$ cat src/mstx_pkg.sv
// Package of constants, operation codes and carriers for the skip, table and exclusive-OR unit.
// What this block does
// - Nibble exchange puts operand high nibble low and low nibble high in accumulator.
// - Skip-if-null skips next instruction in two cycles when byte is zero, else one.
// - Copy-skip-if-null loads byte into accumulator and skips when that byte is zero.
// - Bit test skips next instruction in two cycles when selected bit is clear.
// - A taken skip discards the prefetched instruction and inserts one dummy cycle.
// - Current-page table read: ROM low byte to memory, high byte to table-high latch.
// - Final-page table read works alike but addresses the last program page.
// - Exclusive-OR into accumulator changes the accumulator and the zero flag.
// - Exclusive-OR to memory stores the result back and updates the zero flag.
// - Immediate exclusive-OR places result in accumulator and updates the zero flag.
package mstx_pkg;

    // ------------------------------------------------------------------
    // Widths and constants.
    // ------------------------------------------------------------------
    // Default widths; the last program page is the top one of the ROM.
    localparam int DATA_W = 8;
    localparam int ROM_W = 16;
    localparam int ROM_ADDR_W = 15;
    localparam int PTR_W = 8;
    localparam int RAM_ADDR_W = 8;
    localparam int NIB_W = 4;
    localparam int BIT_SEL_W = 3;
    localparam logic [DATA_W-1:0] ZERO_BYTE = 8'h00;
    localparam logic [ROM_W-1:0] ZERO_WORD = 16'h0000;
    localparam logic [ROM_ADDR_W-1:0] ZERO_ROM_ADDR = 15'h0000;
    localparam logic [RAM_ADDR_W-1:0] ZERO_RAM_ADDR = 8'h00;
    localparam logic [ROM_ADDR_W-PTR_W-1:0] LAST_PAGE = 7'h7f;

    // ------------------------------------------------------------------
    // Operation codes and phases.
    // ------------------------------------------------------------------
    // Operation selected by the decoder.
    typedef enum logic [3:0] {
        OP_NONE = 4'b0000,
        OP_NIBBLE_EXCHANGE = 4'b0001,
        OP_SKIP_IF_NULL = 4'b0010,
        OP_COPY_SKIP_IF_NULL = 4'b0011,
        OP_SKIP_IF_BIT_CLEAR = 4'b0100,
        OP_TABLE_READ_CURRENT_PAGE = 4'b0101,
        OP_TABLE_READ_FINAL_PAGE = 4'b0110,
        OP_XOR_ACC_MEM = 4'b0111,
        OP_EXCLUSIVE_OR_TO_MEMORY = 4'b1000,
        OP_XOR_IMMEDIATE = 4'b1001
    } mstx_op_e;

    // Execution phase.
    typedef enum logic [1:0] {
        ST_EXEC = 2'b00,
        ST_DUMMY = 2'b01,
        ST_TABLE = 2'b10
    } mstx_state_e;

    // ------------------------------------------------------------------
    // Carriers.
    // ------------------------------------------------------------------
    // Decoded instruction handed in from the fetch/decode stage.
    typedef struct packed {
        mstx_op_e op;
        logic [RAM_ADDR_W-1:0] mem_addr;
        logic [BIT_SEL_W-1:0] bit_sel;
        logic [DATA_W-1:0] immediate;
    } mstx_instr_s;

    // Write-back toward accumulator, data memory and zero flag.
    typedef struct packed {
        logic acc_we;
        logic [DATA_W-1:0] acc_data;
        logic mem_we;
        logic [RAM_ADDR_W-1:0] mem_addr;
        logic [DATA_W-1:0] mem_data;
        logic zero_we;
        logic zero_val;
    } mstx_wb_s;

endpackage

$ cat src/mstx_unit.sv
// Execution unit for nibble exchange, zero-test skips, table reads and exclusive-OR.
`timescale 1ns/1ns
`default_nettype none

module mstx_unit #(
    parameter int DATA_W = mstx_pkg::DATA_W,
    parameter int ROM_W = mstx_pkg::ROM_W,
    parameter int ROM_ADDR_W = mstx_pkg::ROM_ADDR_W,
    parameter int PTR_W = mstx_pkg::PTR_W
) (
    // Clock, reset and enable.
    input wire logic clock,
    input wire logic reset_n,
    input wire logic clk_en,
    // Decoded instruction request.
    input wire logic instr_valid,
    input wire mstx_pkg::mstx_instr_s instr,
    output logic instr_ready,
    // Core state sampled with the request.
    input wire logic [DATA_W-1:0] acc_value,
    input wire logic [DATA_W-1:0] mem_rdata,
    input wire logic [ROM_ADDR_W-1:0] pc_value,
    input wire logic [PTR_W-1:0] table_pointer,
    // Program ROM read port.
    output logic rom_req,
    output logic [ROM_ADDR_W-1:0] rom_addr,
    input wire logic [ROM_W-1:0] rom_rdata,
    // Results.
    output mstx_pkg::mstx_wb_s wb,
    output logic [DATA_W-1:0] table_high_latch,
    output logic discard_prefetch,
    output logic done
);

    // ------------------------------------------------------------------
    // Internal state and decoded terms.
    // ------------------------------------------------------------------
    // Timing at a glance: a request is taken on the edge where clk_en,
    // instr_valid and instr_ready are all high. Single-cycle operations
    // show their write-back and done one edge later. A taken skip shows
    // discard_prefetch one edge later and done two edges later, with
    // instr_ready low in between. A table read drives the ROM address in
    // the accept cycle, samples the ROM word one cycle later and shows
    // the memory write, the high byte and done two edges after accept.
    mstx_pkg::mstx_state_e state_reg, state_next;
    mstx_pkg::mstx_wb_s wb_next;
    logic [mstx_pkg::RAM_ADDR_W-1:0] tab_dest_reg;
    logic [DATA_W-1:0] swapped;
    logic [DATA_W-1:0] xor_mem;
    logic [DATA_W-1:0] xor_imm;
    logic skip_taken;
    logic exec;

    // ------------------------------------------------------------------
    // Request acceptance.
    // ------------------------------------------------------------------
    // The unit accepts a request only in the execute phase.
    // A low clock enable blocks acceptance too, so a stalled request is
    // simply offered again on the next enabled edge.
    assign instr_ready = (state_reg == mstx_pkg::ST_EXEC);
    assign exec = clk_en && instr_valid && instr_ready;

    // ------------------------------------------------------------------
    // Operand datapath.
    // ------------------------------------------------------------------
    // The exchanged byte goes only to the accumulator; the memory copy stays as it was.
    // Nibble exchange of the operand via one generate loop over nibble bits.
    genvar gi;
    generate
        for (gi = 0; gi < mstx_pkg::NIB_W; gi++) begin : g_swap
            assign swapped[gi] = mem_rdata[gi + mstx_pkg::NIB_W];
            assign swapped[gi + mstx_pkg::NIB_W] = mem_rdata[gi];
        end
    endgenerate

    // Exclusive-OR results for the memory and immediate forms.
    assign xor_mem = acc_value ^ mem_rdata;
    assign xor_imm = acc_value ^ instr.immediate;

    // ------------------------------------------------------------------
    // Skip decision.
    // ------------------------------------------------------------------
    // Skip decision for the three zero-test operations.
    // Every other operation yields no skip, so no stray dummy cycle follows it.
    always_comb begin
        case (instr.op)
            mstx_pkg::OP_SKIP_IF_NULL: skip_taken = (mem_rdata == mstx_pkg::ZERO_BYTE);
            mstx_pkg::OP_COPY_SKIP_IF_NULL: skip_taken = (mem_rdata == mstx_pkg::ZERO_BYTE);
            mstx_pkg::OP_SKIP_IF_BIT_CLEAR: skip_taken = !mem_rdata[instr.bit_sel];
            default: skip_taken = 1'b0;
        endcase
    end

    // ------------------------------------------------------------------
    // Program ROM access.
    // ------------------------------------------------------------------
    // ROM address: current page keeps the program counter's page, final page the last one.
    // The address is combinational so that the ROM word can arrive one cycle later.
    always_comb begin
        rom_req = 1'b0;
        rom_addr = mstx_pkg::ZERO_ROM_ADDR;
        if (exec && instr.op == mstx_pkg::OP_TABLE_READ_CURRENT_PAGE) begin
            rom_req = 1'b1;
            rom_addr = {pc_value[ROM_ADDR_W-1:PTR_W], table_pointer};
        end else if (exec && instr.op == mstx_pkg::OP_TABLE_READ_FINAL_PAGE) begin
            rom_req = 1'b1;
            rom_addr = {mstx_pkg::LAST_PAGE, table_pointer};
        end
    end

    // ------------------------------------------------------------------
    // Phase control.
    // ------------------------------------------------------------------
    // Next-phase selection; taken skips and table reads both cost a second cycle.
    // Dummy and table cycles always fall back to execute, so no state can lock the unit.
    always_comb begin
        state_next = state_reg;
        case (state_reg)
            mstx_pkg::ST_EXEC: begin
                if (exec && skip_taken) begin
                    state_next = mstx_pkg::ST_DUMMY;
                end else if (rom_req) begin
                    state_next = mstx_pkg::ST_TABLE;
                end
            end
            mstx_pkg::ST_DUMMY: state_next = mstx_pkg::ST_EXEC;
            mstx_pkg::ST_TABLE: state_next = mstx_pkg::ST_EXEC;
            default: state_next = mstx_pkg::ST_EXEC;
        endcase
    end

    // ------------------------------------------------------------------
    // Write-back selection.
    // ------------------------------------------------------------------
    // Write-back selection; only exclusive-OR operations touch the zero flag.
    // Skips and table reads never raise zero_we, which leaves every status flag alone.
    always_comb begin
        wb_next = '0;
        wb_next.mem_addr = instr.mem_addr;
        if (state_reg == mstx_pkg::ST_TABLE) begin
            wb_next.mem_we = 1'b1;
            wb_next.mem_addr = tab_dest_reg;
            wb_next.mem_data = rom_rdata[DATA_W-1:0];
        end else if (exec) begin
            case (instr.op)
                mstx_pkg::OP_NIBBLE_EXCHANGE: begin
                    wb_next.acc_we = 1'b1;
                    wb_next.acc_data = swapped;
                end
                mstx_pkg::OP_COPY_SKIP_IF_NULL: begin
                    wb_next.acc_we = 1'b1;
                    wb_next.acc_data = mem_rdata;
                end
                mstx_pkg::OP_XOR_ACC_MEM: begin
                    wb_next.acc_we = 1'b1;
                    wb_next.acc_data = xor_mem;
                    wb_next.zero_we = 1'b1;
                    wb_next.zero_val = (xor_mem == mstx_pkg::ZERO_BYTE);
                end
                mstx_pkg::OP_EXCLUSIVE_OR_TO_MEMORY: begin
                    wb_next.mem_we = 1'b1;
                    wb_next.mem_data = xor_mem;
                    wb_next.zero_we = 1'b1;
                    wb_next.zero_val = (xor_mem == mstx_pkg::ZERO_BYTE);
                end
                mstx_pkg::OP_XOR_IMMEDIATE: begin
                    wb_next.acc_we = 1'b1;
                    wb_next.acc_data = xor_imm;
                    wb_next.zero_we = 1'b1;
                    wb_next.zero_val = (xor_imm == mstx_pkg::ZERO_BYTE);
                end
                default: wb_next.acc_we = 1'b0;
            endcase
        end
    end

    // ------------------------------------------------------------------
    // Registers.
    // ------------------------------------------------------------------
    // Every register holds while clk_en is low, so a result stands until the next
    // enabled edge.
    // Phase register.
    always_ff @(posedge clock) begin
        if (!reset_n) begin
            state_reg <= mstx_pkg::ST_EXEC;
        end else if (clk_en) begin
            state_reg <= state_next;
        end
    end

    // Table destination address held across the ROM access.
    always_ff @(posedge clock) begin
        if (!reset_n) begin
            tab_dest_reg <= mstx_pkg::ZERO_RAM_ADDR;
        end else if (clk_en && rom_req) begin
            tab_dest_reg <= instr.mem_addr;
        end
    end

    // Table-high latch takes the ROM word's high byte.
    always_ff @(posedge clock) begin
        if (!reset_n) begin
            table_high_latch <= mstx_pkg::ZERO_BYTE;
        end else if (clk_en && state_reg == mstx_pkg::ST_TABLE) begin
            table_high_latch <= rom_rdata[ROM_W-1:DATA_W];
        end
    end

    // Registered write-back, discard and completion outputs.
    always_ff @(posedge clock) begin
        if (!reset_n) begin
            wb <= '0;
            discard_prefetch <= 1'b0;
            done <= 1'b0;
        end else if (clk_en) begin
            wb <= wb_next;
            discard_prefetch <= exec && skip_taken;
            done <= (exec && !skip_taken && !rom_req) || (state_reg != mstx_pkg::ST_EXEC);
        end
    end

endmodule // mstx_unit

`default_nettype wire

$ cat config.mk
export PLATFORM = sky130hd
export DESIGN_NAME = mstx_unit
export DESIGN_NICKNAME = d
export VERILOG_FILES = /design/src/mstx_pkg.sv /design/src/mstx_unit.sv
export SDC_FILE = /design/constraint.sdc
export NUM_CORES = 1
export LEC_CHECK = 0
export BUFFER_PORTS_ARGS = -buffer_cell sky130_fd_sc_hd__buf_2
export CELL_PAD_IN_SITES_DETAIL_PLACEMENT = 2
export CELL_PAD_IN_SITES_GLOBAL_PLACEMENT = 2
export CORE_UTILIZATION = 22
export DETAILED_ROUTE_END_ITERATION = 8
export PLACE_DENSITY = 0.73
export REMOVE_ABC_BUFFERS = 1
export SLEW_MARGIN = 20
export SYNTH_ARGS = -nofsm -noshare
export SYNTH_HDL_FRONTEND = slang
export SYNTH_SLANG_ARGS = --single-unit
$ cat constraint.sdc
create_clock -name clock -period 1.45 [get_ports clock]
set_input_delay 0 -clock clock [delete_from_list [all_inputs] [get_ports clock]]
set_output_delay 0 -clock clock [all_outputs]
set_load 0.01 [all_outputs]
After elaboration in Yosys (flattened, before gate mapping)
Index checks and enable logic that the tools add are counted.
{"block": "word_totals", "register_bits": 48, "out_inout_bits": 55, "wordCells": 70}
{"block": "op_classes", "order_cmp": 1, "eq_ne": 11, "muxes": 22, "bitwise": 2, "reduce_logical": 22}
{"operator": "$pmux 8 s4", "count": 1}
{"operator": "$mux 15", "count": 2}
{"operator": "$logic_not 8->1", "count": 3}
{"operator": "$mux 8", "count": 3}
{"operator": "$mux 10", "count": 2}
{"operator": "$eq 4x3->1 const B", "count": 4}
{"operator": "$xor 8x8->8", "count": 2}
{"operator": "$logic_and 1x1->1", "count": 9}
{"operator": "$mux 9", "count": 1}
{"operator": "$eq 4x2->1 const B", "count": 2}
{"operator": "$eq 4x4->1 const B", "count": 2}
{"operator": "$mux 2", "count": 4}
{"operator": "$mux 1", "count": 6}
{"operator": "$eq 4x1->1 const B", "count": 1}
{"operator": "$lt 3x4->1 const B", "count": 1}
{"operator": "$pmux 2 s2", "count": 1}
{"operator": "$reduce_or 2->1", "count": 2}
{"operator": "$reduce_or 4->1", "count": 1}
{"operator": "$bmux 1 s3", "count": 1}
{"operator": "$logic_not 1->1", "count": 3}
{"operator": "$ne 3x1->1 const B", "count": 1}
{"operator": "$eq 2x2->1 const B", "count": 1}
{"operator": "$logic_not 2->1", "count": 1}
{"operator": "$pmux 1 s2", "count": 1}
{"operator": "other kinds (3)", "count": 3}

Longest topological paths before layout
{"block": "logic_depth", "depth_word": 8, "depth_mapped": 7, "ltp_nobuf": 4}

Least setup slack after synthesis
OpenSTA, ideal clock, no wires.
{"block": "synth_path", "path_kind": "register to register", "start": "register state_reg[0]", "end": "register tab_dest_reg[5] (netlist name)", "setup_time_ps": 128, "arrival_ps": 1385, "setup_slack_ps": -63, "stages_incl_launch_ff": 8, "synth_period_minus_slack_ps": 1513, "cell_sequence": "dfxtp_1 -> nor4bb_1 -> buf_2 -> and3_1 -> buf_4 -> buf_6 -> mux2i_1 -> nor2_1"}
{"block": "synth_between", "elab_chain_cells": 6, "elab_cells_between_ends": 7, "cone_classes": "mux (2); reduce/logical (5)"}
{"item": "start: declaration", "line_no": "mstx_unit.sv:45", "text": "mstx_pkg::mstx_state_e state_reg, state_next;"}
{"item": "start signal: assignment", "line_no": "mstx_unit.sv:185", "text": "state_reg <= mstx_pkg::ST_EXEC;"}
{"item": "start signal: assignment", "line_no": "mstx_unit.sv:187", "text": "state_reg <= state_next;"}
{"item": "$logic_not 2->1 *", "line_no": "mstx_unit.sv:60", "text": "assign instr_ready = (state_reg == mstx_pkg::ST_EXEC);"}
{"item": "$logic_and 1x1->1 *", "line_no": "mstx_unit.sv:61", "text": "assign exec = clk_en && instr_valid && instr_ready;"}
{"item": "$logic_and 1x1->1", "line_no": "mstx_unit.sv:105", "text": "end else if (exec && instr.op == mstx_pkg::OP_TABLE_READ_FINAL_PAGE) begin"}
{"item": "$mux 1", "line_no": "mstx_unit.sv:105"}
{"item": "$mux 1 *", "line_no": "mstx_unit.sv:102", "text": "if (exec && instr.op == mstx_pkg::OP_TABLE_READ_CURRENT_PAGE) begin"}
{"item": "$logic_and 1x1->1 *", "line_no": "mstx_unit.sv:195", "text": "end else if (clk_en && rom_req) begin"}
{"item": "end signal: assignment", "line_no": "mstx_unit.sv:194", "text": "tab_dest_reg <= mstx_pkg::ZERO_RAM_ADDR;"}
{"item": "end signal: assignment", "line_no": "mstx_unit.sv:196", "text": "tab_dest_reg <= instr.mem_addr;"}
{"item": "end: declaration", "line_no": "mstx_unit.sv:47", "text": "logic [mstx_pkg::RAM_ADDR_W-1:0] tab_dest_reg;"}
Every way passes the cells marked *; elsewhere a longest branch is shown, timed or not.
A chain may end at the register's enable or synchronous reset.

Worst setup path after layout
{"block": "layout_path", "start": "register state_reg[0]", "end": "output rom_addr[9]"}
{"block": "layout_between", "elab_chain_cells": 5, "elab_cells_between_ends": 6, "cone_classes": "mux (2); reduce/logical (4)"}
{"item": "$logic_not 2->1 *", "line_no": "mstx_unit.sv:60"}
{"item": "$logic_and 1x1->1 *", "line_no": "mstx_unit.sv:61"}
{"item": "$logic_and 1x1->1", "line_no": "mstx_unit.sv:105"}
{"item": "$mux 15", "line_no": "mstx_unit.sv:105"}
{"item": "$mux 15 *", "line_no": "mstx_unit.sv:102"}
{"item": "end: declaration", "line_no": "mstx_unit.sv:26", "text": "output logic [ROM_ADDR_W-1:0] rom_addr,"}
Marks and branches as above.

==> impl_results.md <==
- Commonest cells after routing, fill and taps aside: buf_2 (128), dfxtp_1 (46), nand2_1 (31)
- Clock transition at path regs: 0.07 ns
- Root Buffer: clkbuf_16
- Top cells by area, synth: dfxtp_1 (35%), nand2_1 (5.4%), xor2_1 (5.1%)
- Final setup margin: -0.219 ns
- CTS tree: yes
- Sequential-to-total area share from yosys stat: 34.8%
- Final HPWL DP: 8220 um
- Number of max-cap violations: 0
- VDD IR max: 0.510 mV
- CP Capture Point: rom_addr[9]
- Reg-to-reg endpoint: wb[8]
- DR pass1 iterations: 4
- Worst r2r src: state_reg[0]
- Crit Path Class: flip-flop to output pin
- Failing checks: setup timing
- TritonCTS buffer count: 5
- Fmax: 599 MHz
- Setup violators final: 33
- Nets: 566
- Cell taking the most area after synthesis: dfxtp_1
- Synth cell types: 51
- Row count: 40
- R2r setup slk: -0.15 ns
- Crit path capture type: output pin
- P&R area growth vs syn: 56.0%
- Sink Count: 48
- Synth Flop Type: dfxtp_1
- H-tree depth: 2
- Hold Fails Final Rpt: 0
- Port Buf Inserts: 128
- Worst reg2reg path depth: 7
- Final Slew Violations: 0
- GPL Wtd Cong: 0.792
- Via Count: 3,108
- Startpoint Class: flip-flop
- WL/cell: 17.2 um
- Die X: 114 um
- Layout cell share with drive strength beyond 1: 44.1%
- Die area: 13,000 sq um
- CORE AREA: 12,100 sq um
- Final Cycle Share: 115%
- Global-route wire length before repair: 17,200 um
- Largest net degree at the start of global routing: 38
- Register bit count reported by yosys: 48
- Initial Util: 22.8%
- Post-Syn Instances: 336
- GRT Util Overall: 16.9%
- Crit path DAT: 1.67 ns
- Async S/R FF share, synth: 0%
- Critical Path Start: state_reg[0]
- Initial drt markers: 100
- Vias in the first global route: 3,371
- ANT cells: 0
- Vias/cell: 4.76
- Status: complete, but fails checks
- RSZ-0062 raised after global routing: yes
- DR DRC count: 0
- Number of flip-flops in the largest register: 28
- YS warnings: 0
- Headroom to the max-slew limit: 73.1%
- Die Span Y: 114 um
- Setup Slack @ Placement: -0.100 ns
- Worst-Margin Slew: 0.400 ns
- Worst Path Required: 1.45 ns
- Leak Pwr: 1.86 nW
- Grt ovf: 0
- Post-Route Skew: 0.00442 ns
- Fin Hold WS: 0.00346 ns
- Area share of the largest cell type after synthesis: 34.8%
- Min Tclk post-route: 1.67 ns
- Post-Syn Area: 2760 sq um
- Clock Path Buffers: 2
- Total wire length: 11,200 um
- Crit Path Max Fanout: 7
- Most common cell after layout, fill and taps aside: buf_2
- Total negative setup slack: -4.54 ns
- Num ports: 137
- Antenna violations before repair: 0
- Finished Core Util: 35.5%
- Post-synth EDFFs: 0
- Avg Cell Area, Syn: 8.21 sq um
- Power density cells: 765 nW/um^2
- Clk_lat worst skew: 0.29 ns
- Post-DRT Antenna Nets: 0
- Hold crit path type: primary input to flip-flop
## cells in the mapped netlist, drive strengths merged, types with 3 or more instances
| master | instances |
|---|---|
| dfxtp | 48 |
| nand2 | 40 |
| a21oi | 27 |
| nor2 | 21 |
| xor2 | 16 |
| nor2b | 15 |
| clkbuf | 14 |
| buf | 12 |
| nand3 | 12 |
| mux2i | 11 |
| o21ai | 11 |
| a31oi | 10 |
| and2 | 9 |
| nand2b | 9 |
| a311oi | 8 |
| and3b | 7 |
| o21a | 7 |
| a21boi | 6 |
| a21o | 6 |
| a22oi | 6 |
| nand4 | 4 |
| nor3 | 4 |
| nor4 | 4 |
| o22ai | 3 |
## per-layer routing
layer / track usage (%) / routed length, um / vias up
li1: - / - / 1497
met1: 20.4 / 4920 / 1525
met2: 31.2 / 5810 / 75
met3: 2.44 / 342 / 11
met4: 4.07 / 148 / 0
met5: 0 / 0 / -
## per-stage QoR
step,power [mW],instance area [sq um],cells
after floorplan,1.60,2620,310
after global placement,1.90,3650,624
after detailed placement,1.92,3650,624
after CTS,3.31,4000,648
after global routing,3.44,4300,653
final,3.29,4300,653
## critical path, stage by stage (launching register included)
cell and delay [ns]:
dfxtp_4 0.35, nor4bb_4 0.29, buf_4 0.16, and4b_2 0.31, o21a_1 0.15, buf_2 0.12
## worst min-delay path by stage
stage,slack [ns],depth (start not counted),end,startpoint
after floorplan,0.09,1,wb[18],clk_en
after global placement,0.25,3,tab_dest_reg[3],instr[14]
after detailed placement,0.27,3,tab_dest_reg[1],instr[12]
after CTS,0.004,3,wb[17],instr[18]
after global routing,0.01,3,wb[17],instr[18]
final,0.003,3,wb[17],instr[18]
## area by class of cell
cell class | count | area, sq um
fill | 1390 | 7810
multi-input combinational | 259 | 1890
timing repair buffer | 167 | 1060
sequential | 48 | 966
tap | 168 | 210
clock buffer | 5 | 125
clock inverter | 3 | 42.5
inverter | 3 | 11.3
## power by group
part | total (mW) | internal, mW | switching (mW)
registers | 1.36 | 1.35 | 0.0157
logic | 0.604 | 0.265 | 0.339
clock network | 1.33 | 0.811 | 0.516
## logic make-up (layout without fill, tap and decap cells)
kind of cell              after synthesis  count (layout)  synth area share, %
xor gates and xnor gates               16              16                 5.08
AOI/OAI and AO/OA                      93              93                 22.0
muxes                                  13              13                 4.81
buffers and inverters                  29             178                 5.35
DFF                                    48              48                 34.8
and+or+nand+nor                       137             137                 27.9
## what timing repair did
action	in CTS	in global routing
endpoints found under the setup margin	35	50
resized for setup	6	63
hold endpoints to repair	21	0
pin swaps	1	29
setup buffers	1	4
hold buffers	15	0
gates cloned	0	2
Power figures use the tool's default switching activity.
